`src/common/dsa_map.svh`:
```
`ifndef DSA_MAP_SVH
`define DSA_MAP_SVH

// ==========================================================================
// Register indices (byte address is four times the index)
// ==========================================================================
`define DSA_IDX_LIVE       8'h18
`define DSA_IDX_LATCH      8'h19
`define DSA_IDX_IRQEN      8'h1a
`define DSA_IDX_CTRL       8'h1c

// ==========================================================================
// Field layout
// ==========================================================================
`define DSA_BIT_LOS        0
`define DSA_BIT_OOF        1
`define DSA_BIT_AIS        2
`define DSA_BIT_RAI        3
`define DSA_BIT_IDLE       4
`define DSA_BIT_SEF        5
`define DSA_BIT_COFA       7
`define DSA_NUM_ALARMS     6
`define DSA_LIVE_MASK      8'h3f
`define DSA_LATCH_MASK     8'hbf
`define DSA_CTRL_GIE_BIT   0
`define DSA_CTRL_DUAL_BIT  1
`define DSA_CTRL_MASK      8'h03

// ==========================================================================
// Reset values
// ==========================================================================
`define DSA_LIVE_RST       8'h02
`define DSA_LATCH_RST      8'h00
`define DSA_IRQEN_RST      8'h00
`define DSA_CTRL_RST       8'h00

`endif

```
`src/common/dsa_pkg.sv`:
```
// ==========================================================================
// Shared types
// ==========================================================================
package dsa_pkg;

    // AXI response codes
    typedef enum logic [1:0] {
        DSA_RESP_OKAY   = 2'b00,
        DSA_RESP_SLVERR = 2'b10
    } dsa_resp_e;

    // One bit per live alarm condition
    typedef logic [5:0] dsa_alarm_t;

endpackage

```
`src/hw/dsa_sync2.sv`:
```
`timescale 1ns/1ps
// ==========================================================================
// Two-flop synchroniser for asynchronous level inputs
// ==========================================================================
module dsa_sync2 import dsa_pkg::*; #(
    parameter int WIDTH = 1
) (
    // Clock and reset
    input  wire logic             clk,
    input  wire logic             nrst,
    // Asynchronous level in, synchronised level out
    input  wire logic [WIDTH-1:0] async_in,
    output logic      [WIDTH-1:0] sync_out
);

    typedef struct packed {
        logic [WIDTH-1:0] stage1;  // Metastable stage, read only by stage2
        logic [WIDTH-1:0] stage2;  // Settled stage
    } dsa_sync_s;

    dsa_sync_s st_reg;
    dsa_sync_s st_next;

    // Shift the level through both stages
    always_comb begin
        st_next        = st_reg;
        st_next.stage1 = async_in;
        st_next.stage2 = st_reg.stage1;
    end

    // State register
    always_ff @(posedge clk or negedge nrst) begin
        if (!nrst) begin
            st_reg <= '0;
        end else begin
            st_reg <= st_next;
        end
    end

    assign sync_out = st_reg.stage2;

endmodule // dsa_sync2

```
`src/hw/dsa_axil_slave.sv`:
```
`timescale 1ns/1ps
// ==========================================================================
// AXI4-Lite slave front end: one write and one read in flight
// ==========================================================================
module dsa_axil_slave import dsa_pkg::*; #(
    parameter int ADDR_W = 12
) (
    // Clock and reset
    input  wire logic              clk,
    input  wire logic              nrst,
    // Write address and data channels
    input  wire logic [ADDR_W-1:0] awaddr,
    input  wire logic              awvalid,
    output logic                   awready,
    input  wire logic [31:0]       wdata,
    input  wire logic [3:0]        wstrb,
    input  wire logic              wvalid,
    output logic                   wready,
    // Write response channel
    output logic [1:0]             bresp,
    output logic                   bvalid,
    input  wire logic              bready,
    // Read address and data channels
    input  wire logic [ADDR_W-1:0] araddr,
    input  wire logic              arvalid,
    output logic                   arready,
    output logic [31:0]            rdata,
    output logic [1:0]             rresp,
    output logic                   rvalid,
    input  wire logic              rready,
    // Register file side
    output logic                   wr_fire,
    output logic [ADDR_W-1:0]      wr_addr,
    output logic [31:0]            wr_data,
    output logic [3:0]             wr_strb,
    input  wire logic              wr_ok,
    output logic [ADDR_W-1:0]      rd_addr,
    input  wire logic [31:0]       rd_data,
    input  wire logic              rd_ok
);

    typedef struct packed {
        logic              aw_hold;  // Write address captured
        logic [ADDR_W-1:0] aw_addr;
        logic              w_hold;   // Write data captured
        logic [31:0]       w_data;
        logic [3:0]        w_strb;
        logic              bvalid;
        dsa_resp_e         bresp;
        logic              rvalid;
        logic [31:0]       rdata;
        dsa_resp_e         rresp;
    } dsa_axil_s;

    dsa_axil_s st_reg;
    dsa_axil_s st_next;

    // Handshakes: a channel is open while its holding slot is empty
    assign awready = !st_reg.aw_hold;
    assign wready  = !st_reg.w_hold;
    assign arready = !st_reg.rvalid;
    // Write commits once both halves are in and the last answer is gone
    assign wr_fire = st_reg.aw_hold && st_reg.w_hold && !st_reg.bvalid;
    assign wr_addr = st_reg.aw_addr;
    assign wr_data = st_reg.w_data;
    assign wr_strb = st_reg.w_strb;
    assign rd_addr = araddr;

    // Next state of both channels
    always_comb begin
        st_next = st_reg;
        // Address and data may come in either order
        if (awvalid && !st_reg.aw_hold) begin
            st_next.aw_hold = 1'b1;
            st_next.aw_addr = awaddr;
        end
        if (wvalid && !st_reg.w_hold) begin
            st_next.w_hold = 1'b1;
            st_next.w_data = wdata;
            st_next.w_strb = wstrb;
        end
        if (wr_fire) begin
            st_next.aw_hold = 1'b0;
            st_next.w_hold  = 1'b0;
            st_next.bvalid  = 1'b1;
            st_next.bresp   = wr_ok ? DSA_RESP_OKAY : DSA_RESP_SLVERR;
        end else if (st_reg.bvalid && bready) begin
            st_next.bvalid = 1'b0;
        end
        // Read data is sampled in the cycle the address is taken
        if (st_reg.rvalid && rready) begin
            st_next.rvalid = 1'b0;
        end else if (arvalid && !st_reg.rvalid) begin
            st_next.rvalid = 1'b1;
            st_next.rdata  = rd_data;
            st_next.rresp  = rd_ok ? DSA_RESP_OKAY : DSA_RESP_SLVERR;
        end
    end

    // State register
    always_ff @(posedge clk or negedge nrst) begin
        if (!nrst) begin
            st_reg <= '0;
        end else begin
            st_reg <= st_next;
        end
    end

    assign bvalid = st_reg.bvalid;
    assign bresp  = st_reg.bresp;
    assign rvalid = st_reg.rvalid;
    assign rdata  = st_reg.rdata;
    assign rresp  = st_reg.rresp;

endmodule // dsa_axil_slave

```
`src/hw/dsa_alarm_irq.sv`:
```
// Design decision made here: the AXI4-Lite interface to the registers.
`timescale 1ns/1ps
`include "dsa_map.svh"
// Overview of operation
// Live register bit 0 follows loss of signal.
// Loss of signal from LIU in binary mode.
// Live bit 1 follows out-of-frame.
// Live bit 2 follows alarm indication signal.
// Live bit 3: remote alarm, X/Sa bits only.
// Live bit 4 follows DS3 idle signal.
// Live bit 5 follows severely errored frame.
// Latched bits set on any live change.
// Writing one clears latched bit; zero keeps.
// Interrupt when latched, enabled and globally enabled.
// Interrupt drops once latch or enable clears.
// Bit 7 latches resync at new alignment.
// Alignment latch rearms only after sync loss.
// Enable register, one bit each, reset zero.
// Enable bit 7 gates alignment-change interrupt.
// Unused bits read zero, ignore writes.
module dsa_alarm_irq import dsa_pkg::*; #(
    parameter int ADDR_W  = 12,
    parameter int ALIGN_W = 4
) (
    // Clock and reset
    input  wire logic               clk,
    input  wire logic               nrst,
    // AXI4-Lite write channels
    input  wire logic [ADDR_W-1:0]  s_axi_awaddr,
    input  wire logic               s_axi_awvalid,
    output logic                    s_axi_awready,
    input  wire logic [31:0]        s_axi_wdata,
    input  wire logic [3:0]         s_axi_wstrb,
    input  wire logic               s_axi_wvalid,
    output logic                    s_axi_wready,
    output logic [1:0]              s_axi_bresp,
    output logic                    s_axi_bvalid,
    input  wire logic               s_axi_bready,
    // AXI4-Lite read channels
    input  wire logic [ADDR_W-1:0]  s_axi_araddr,
    input  wire logic               s_axi_arvalid,
    output logic                    s_axi_arready,
    output logic [31:0]             s_axi_rdata,
    output logic [1:0]              s_axi_rresp,
    output logic                    s_axi_rvalid,
    input  wire logic               s_axi_rready,
    // Alarm detector levels from the receive framer
    input  wire logic               los_det,
    input  wire logic               oof_det,
    input  wire logic               ais_det,
    input  wire logic               rai_xsa_det,
    input  wire logic               ds3_idle_det,
    input  wire logic               sef_det,
    // Loss of signal pin from the line interface unit
    input  wire logic               liu_los_pin,
    // Frame synchroniser state
    input  wire logic               sync_acquired,
    input  wire logic [ALIGN_W-1:0] sync_align,
    // Interrupt
    output logic                    irq
);

    // ======================================================================
    // State
    // ======================================================================
    typedef struct packed {
        logic [7:0]         live;         // Real-time status
        logic [7:0]         latched;      // Sticky change flags
        logic [7:0]         irq_en;       // Per-bit interrupt enables
        logic [7:0]         ctrl;         // Global enable and line mode
        logic               sync_prev;    // Last sampled sync level
        logic               ever_synced;  // Framer has locked at least once
        logic [ALIGN_W-1:0] align;        // Alignment of the last lock
    } dsa_core_s;

    dsa_core_s st_reg;
    dsa_core_s st_next;

    // Bus side wires
    logic              wr_fire;
    logic [ADDR_W-1:0] wr_addr;
    logic [31:0]       wr_data;
    logic [3:0]        wr_strb;
    logic              wr_ok;
    logic [ADDR_W-1:0] rd_addr;
    logic [31:0]       rd_data;
    logic              rd_ok;

    // Decode and datapath wires
    logic              liu_los_sync;   // Pin after two flops
    logic              wr_live;
    logic              wr_latch;
    logic              wr_irqen;
    logic              wr_ctrl;
    logic [7:0]        wr_byte;        // Low lane only
    logic [7:0]        live_next;      // Value the live register takes
    logic [7:0]        lat_set;        // Hardware set requests
    logic [7:0]        lat_clr;        // Software clear requests
    logic [7:0]        lat_upd;        // New latched value
    logic              cofa_event;     // Relock at a new alignment
    logic              global_en;
    logic              dual_rail;

    // ======================================================================
    // Bus slave and pin synchroniser
    // ======================================================================
    dsa_axil_slave #(
        .ADDR_W (ADDR_W)
    ) u_bus (
        .clk     (clk),
        .nrst    (nrst),
        .awaddr  (s_axi_awaddr),
        .awvalid (s_axi_awvalid),
        .awready (s_axi_awready),
        .wdata   (s_axi_wdata),
        .wstrb   (s_axi_wstrb),
        .wvalid  (s_axi_wvalid),
        .wready  (s_axi_wready),
        .bresp   (s_axi_bresp),
        .bvalid  (s_axi_bvalid),
        .bready  (s_axi_bready),
        .araddr  (s_axi_araddr),
        .arvalid (s_axi_arvalid),
        .arready (s_axi_arready),
        .rdata   (s_axi_rdata),
        .rresp   (s_axi_rresp),
        .rvalid  (s_axi_rvalid),
        .rready  (s_axi_rready),
        .wr_fire (wr_fire),
        .wr_addr (wr_addr),
        .wr_data (wr_data),
        .wr_strb (wr_strb),
        .wr_ok   (wr_ok),
        .rd_addr (rd_addr),
        .rd_data (rd_data),
        .rd_ok   (rd_ok)
    );

    // The pin is asynchronous to clk, so it is settled before any use
    dsa_sync2 #(
        .WIDTH (1)
    ) u_los_sync (
        .clk      (clk),
        .nrst     (nrst),
        .async_in (liu_los_pin),
        .sync_out (liu_los_sync)
    );

    // ======================================================================
    // Address decode
    // ======================================================================
    // Word-aligned match of an address against a register index
    function automatic logic idx_hit(input logic [ADDR_W-1:0] a, input logic [7:0] idx);
        idx_hit = (a[1:0] == 2'h0) && (a[ADDR_W-1:2] == (ADDR_W-2)'(idx));
    endfunction

    assign wr_live  = idx_hit(wr_addr, `DSA_IDX_LIVE);
    assign wr_latch = idx_hit(wr_addr, `DSA_IDX_LATCH) && wr_fire && wr_strb[0];
    assign wr_irqen = idx_hit(wr_addr, `DSA_IDX_IRQEN) && wr_fire && wr_strb[0];
    assign wr_ctrl  = idx_hit(wr_addr, `DSA_IDX_CTRL) && wr_fire && wr_strb[0];
    assign wr_byte  = wr_data[7:0];
    // Writes to the live register are accepted and have no effect
    assign wr_ok    = wr_live || idx_hit(wr_addr, `DSA_IDX_LATCH)
                      || idx_hit(wr_addr, `DSA_IDX_IRQEN) || idx_hit(wr_addr, `DSA_IDX_CTRL);

    // Read mux; unmapped words read zero with an error response
    always_comb begin
        rd_data = 32'h0000_0000;
        rd_ok   = 1'b1;
        if (idx_hit(rd_addr, `DSA_IDX_LIVE)) begin
            rd_data[7:0] = st_reg.live;
        end else if (idx_hit(rd_addr, `DSA_IDX_LATCH)) begin
            rd_data[7:0] = st_reg.latched;
        end else if (idx_hit(rd_addr, `DSA_IDX_IRQEN)) begin
            rd_data[7:0] = st_reg.irq_en;
        end else if (idx_hit(rd_addr, `DSA_IDX_CTRL)) begin
            rd_data[7:0] = st_reg.ctrl;
        end else begin
            rd_ok = 1'b0;
        end
    end

    // ======================================================================
    // Live status sources
    // ======================================================================
    assign global_en = st_reg.ctrl[`DSA_CTRL_GIE_BIT];
    assign dual_rail = st_reg.ctrl[`DSA_CTRL_DUAL_BIT];

    // In binary mode the LIU has already decoded zeros, so only it can see LOS
    always_comb begin
        live_next                 = 8'h00;
        live_next[`DSA_BIT_LOS]   = dual_rail ? los_det : liu_los_sync;
        live_next[`DSA_BIT_OOF]   = oof_det;
        live_next[`DSA_BIT_AIS]   = ais_det;
        live_next[`DSA_BIT_RAI]   = rai_xsa_det;
        live_next[`DSA_BIT_IDLE]  = ds3_idle_det;
        live_next[`DSA_BIT_SEF]   = sef_det;
    end

    // Rising sync with a different alignment than the previous lock
    assign cofa_event = sync_acquired && !st_reg.sync_prev && st_reg.ever_synced
                        && (sync_align != st_reg.align);

    // ======================================================================
    // Latched bits, one slice per position
    // ======================================================================
    // Set beats clear so an edge in the clearing cycle is never lost
    // A literal cannot take a bit-select, so the mask is held as a constant
    localparam logic [7:0] LATCH_MASK = `DSA_LATCH_MASK; // Implemented latch positions
    genvar gi;
    generate
        for (gi = 0; gi < 8; gi++) begin : g_latch
            if (gi < `DSA_NUM_ALARMS) begin : g_alarm
                assign lat_set[gi] = live_next[gi] ^ st_reg.live[gi];
            end else if (gi == `DSA_BIT_COFA) begin : g_cofa
                assign lat_set[gi] = cofa_event;
            end else begin : g_unused
                assign lat_set[gi] = 1'b0;
            end
            assign lat_clr[gi] = wr_latch && wr_byte[gi];
            assign lat_upd[gi] = LATCH_MASK[gi]
                                 && (lat_set[gi] || (st_reg.latched[gi] && !lat_clr[gi]));
        end
    endgenerate

    // ======================================================================
    // Next state
    // ======================================================================
    always_comb begin
        st_next         = st_reg;
        st_next.live    = live_next;
        st_next.latched = lat_upd;
        // Enables keep only implemented positions
        if (wr_irqen) begin
            st_next.irq_en = wr_byte & `DSA_LATCH_MASK;
        end
        if (wr_ctrl) begin
            st_next.ctrl = wr_byte & `DSA_CTRL_MASK;
        end
        // Track lock history for alignment comparison
        st_next.sync_prev = sync_acquired;
        if (sync_acquired && !st_reg.sync_prev) begin
            st_next.ever_synced = 1'b1;
            st_next.align       = sync_align;
        end
    end

    // State register
    always_ff @(posedge clk or negedge nrst) begin
        if (!nrst) begin
            st_reg.live        <= `DSA_LIVE_RST;
            st_reg.latched     <= `DSA_LATCH_RST;
            st_reg.irq_en      <= `DSA_IRQEN_RST;
            st_reg.ctrl        <= `DSA_CTRL_RST;
            st_reg.sync_prev   <= 1'b0;
            st_reg.ever_synced <= 1'b0;
            st_reg.align       <= '0;
        end else begin
            st_reg <= st_next;
        end
    end

    // Level interrupt straight from flops, so it drops the cycle after a clear
    assign irq = global_en && |(st_reg.latched & st_reg.irq_en);
endmodule // dsa_alarm_irq

```
`config.mk`:
```
export PLATFORM = sky130hd
export DESIGN_NAME = dsa_alarm_irq
export DESIGN_NICKNAME = d
export VERILOG_FILES = /design/src/common/dsa_pkg.sv /design/src/hw/dsa_sync2.sv /design/src/hw/dsa_axil_slave.sv /design/src/hw/dsa_alarm_irq.sv
export VERILOG_INCLUDE_DIRS = /design/src /design/src/common
export SDC_FILE = /design/constraint.sdc
export NUM_CORES = 1
export LEC_CHECK = 0
export ABC_AREA = 1
export BUFFER_PORTS_ARGS = -buffer_cell sky130_fd_sc_hd__buf_2
export CAP_MARGIN = 5
export CORE_ASPECT_RATIO = 0.8
export CORE_MARGIN = 3
export CORE_UTILIZATION = 41
export DETAILED_ROUTE_END_ITERATION = 8
export GPL_TIMING_DRIVEN = 0
export PLACE_DENSITY_LB_ADDON = 0.2
export REMOVE_ABC_BUFFERS = 1
export SYNTH_ARGS = -nofsm -noshare
export SYNTH_HDL_FRONTEND = slang
export SYNTH_SLANG_ARGS = --single-unit
```
`constraint.sdc`:
```
create_clock -name clk -period 2.1 [get_ports clk]
set_input_delay 0.105 -clock clk [delete_from_list [all_inputs] [get_ports clk]]
set_output_delay 0.105 -clock clk [all_outputs]
set_load 0.005 [all_outputs]
```
==> impl_metrics.toml <==
[route]
firstDrtPassIters = 4
routedWlPerCell_um = 11.18
drc = 0
via_count = 2503
via_per_inst = 4.338
wirelength_um = 6452
antenna_left = 0
initialDrtViolationCount = 98

[clock_network]
cts_sinks = 63
insertion_delay_ns = 0.33
cts_tree = "done"
clock_path_buffers = 2
cts_root_buf = "clkbuf_8"
clk_pin_slew_ns = 0.07
h-tree-depth = 3
numCtsBuffers = 9
cts_hold_buf = 23
cts_resized = 0
post_cts_buffers = 0

[placement]
placed_cells = 538
io_buffers = 65
gp_congestion = 0.7994
dp_hpwl_um = 4772
dp_slack_ns = 0.6592

[timing]
period_needed_ns = 1.483
drv_slew = 0
finalSetupViolations = 0
finClkSkew_ns = 0.008610
fin_crit_sh_pct = 70.60
tightest_slew_ns = 0.7902
fmax_mhz = 674.5
timing.setup.tns_ns = 0
grt_setup_unrepaired = "false"
relSlewSlack_pct = 47.32
fin_ws_ns = 0.6175
hold_violations = 0

[synthesis]
synth_top_family_by_area = "simple AND/OR/NAND/NOR gates"
ys_warn_count = 0
ys_types = 32
synth_area_leaders = "dfrtp_1 (47%), nand2_1 (10%), buf_4 (8.3%)"
ys_ff_latch = 63
avgSynthCellArea_um2 = 8.588
ys.flop_type = "dfrtp_1"
seq_area_frac_synth_pct = 48.22
synthArstFlopShare_pct = 100.0
synth_edf_count = 0
netlist_area_mm2 = 0.003272
muxShareOfSynthArea_pct = 2.409
synth_compound_area_share_pct = 6.883
netlist_instances = 381
synth_top_area_share_pct = 47.42
synthSimpleGateAreaFrac_pct = 24.36
synth-adder-area-share_pct = 0
yosysMostFrequentCell = "nand2_1"
synthTopCellsByCount = "nand2_1 (91), dfrtp_1 (62), inv_1 (54), buf_4 (36), nor2_1 (28)"
synthXorXnorAreaFrac_pct = 2.677
synth_top_area_cell = "dfrtp_1"

[power_and_ir_drop]
switching_share_pct = 30.16
seqPwrFrac_pct = 43.9
p_int_mw = 2.633
p_per_area_mw_per_mm2 = 939.8
leakage_nw = 2.114
p_sw_mw = 1.137
combPwrFrac_pct = 22.4
power_frac_clock_pct = 33.6
irDropWorstVdd_uv = 556.8

[critical_path]
critPathKind = "flop to output pin"
worstPathMaxFanout = 2
crit_path_start_kind = "flop"
end_kind = "output pin"
critPathArrivalTime_ns = 1.38
crit_required_ns = 2.00

[grt]
grt_start_max_net_pins = 64
grt_usage_pct = 15.62
grt_remaining_overflow = 0
grt_pass1_vias = 2510
antenna_found_initial = 0
grt_pass1_wl_um = 11270

[hold_path]
hp-class = "input port to flop"

[floorplan]
die_w_um = 105.9
ios = 121
initial_core_util_pct = 43.24
die_y_um = 85.90
num_rows = 28
core_mm2 = 0.007567
dieArea_mm2 = 0.009095

[job]
drv_cap = 0

[layout]
largest_register_ffs = 26
drive_above_1_share_pct = 26.06
finalNonFillerCells = 577
nets = 546
antenna_cells = 0
area_growth_pct = 22.60

[status]
status = "finished clean"
kinds of logic (layout without fill, tap and decap cells):
logic type	Yosys count	after routing
flip-flops	63	63
other	1	27
XOR/XNOR	10	10
AO/OA/AOI/OAI	37	37
multiplexers	7	7
buffers and inverters	95	160
AND/OR/NAND/NOR	168	168
routing by layer:
layer	GRT usage (%)	part of all wire (%)	wire length, um
met4	5.059	1.8	116
met3	5.041	6.0	387
met2	25.17	46	2981
met1	20.14	46	2967
met5	0	0	0
metrics by stage:
| step | instance area [um^2] | utilization, % | hold WS [ns] | total power, mW |
|---|---|---|---|---|
| after global placement | 3535 | 46.71 | 0.2162 | 2.466 |
| final | 4011 | 53.01 | 0.01278 | 3.770 |
| after floorplan | 3078 | - | -0.1906 | 2.213 |
| after global routing | 4011 | 53.01 | 0.003779 | 4.050 |
| after detailed placement | 3537 | 46.74 | 0.2193 | 2.502 |
| after CTS | 4011 | 53.01 | 0.004060 | 3.826 |
layout by cell type (no fill, tap or decap), types with 2 or more instances in the layout:
master and n:
a21oi_1 15, buf_2 64, bufinv_16 3, clkbuf_8 9
conb_1 27, dfrtp_1 62, dlygate4sd3_1 23, inv_1 54
inv_2 2, mux2_2 7, nand2_1 91, nand2_2 5
nand3_1 19, nand3_2 3, nand4_1 3, nor2_1 28
nor2_2 4, nor2_4 4, nor3_4 2, o21ai_0 6
o21ai_1 2, o21ai_2 7, o22ai_1 5, or2_2 5
xnor2_1 9
final timing paths:
path	start	endpoint	slack, ns	cells after the start
setup reg to reg	u_bus.wr_addr[1]	st_reg[23]	0.65	7
max in group asynchronous	nrst	u_bus.bvalid	1.18	2
hold / removal	los_det	st_reg[30]	0.01	3
setup / recovery	st_reg[14]	irq	0.62	5
min in group asynchronous	nrst	u_bus.rdata[0]	0.41	2
hold reg to reg	u_los_sync.st_next[0]	u_los_sync.sync_out	0.35	0
area by class of cell:
type | count | area [um^2]
inverter | 56 | 210.2
clock buffer | 9 | 123.9
sequential | 63 | 1578
timing repair buffer | 88 | 558.0
tap | 105 | 131.4
multi-input combinational | 249 | 1290
clock inverter | 7 | 120.1
fill | 759 | 3556
power by group through the flow:
stage               combinational, mW  sequential [mW]  clock, mW
floorplan                       0.567             1.65          0
global placement                0.795             1.67          0
detailed placement              0.824             1.68          0
CTS                             0.857             1.66       1.31
global route                    0.967             1.70       1.38
finish                          0.846             1.66       1.27
worst max-delay path, stage by stage (launching register included):
cell and delay [ns]:
dfrtp_1 0.38, inv_1 0.08, o21ai_0 0.10, a221oi_1 0.21, a21oi_1 0.13, buf_2 0.15
No activity file was read; power rests on OpenSTA's default activity.
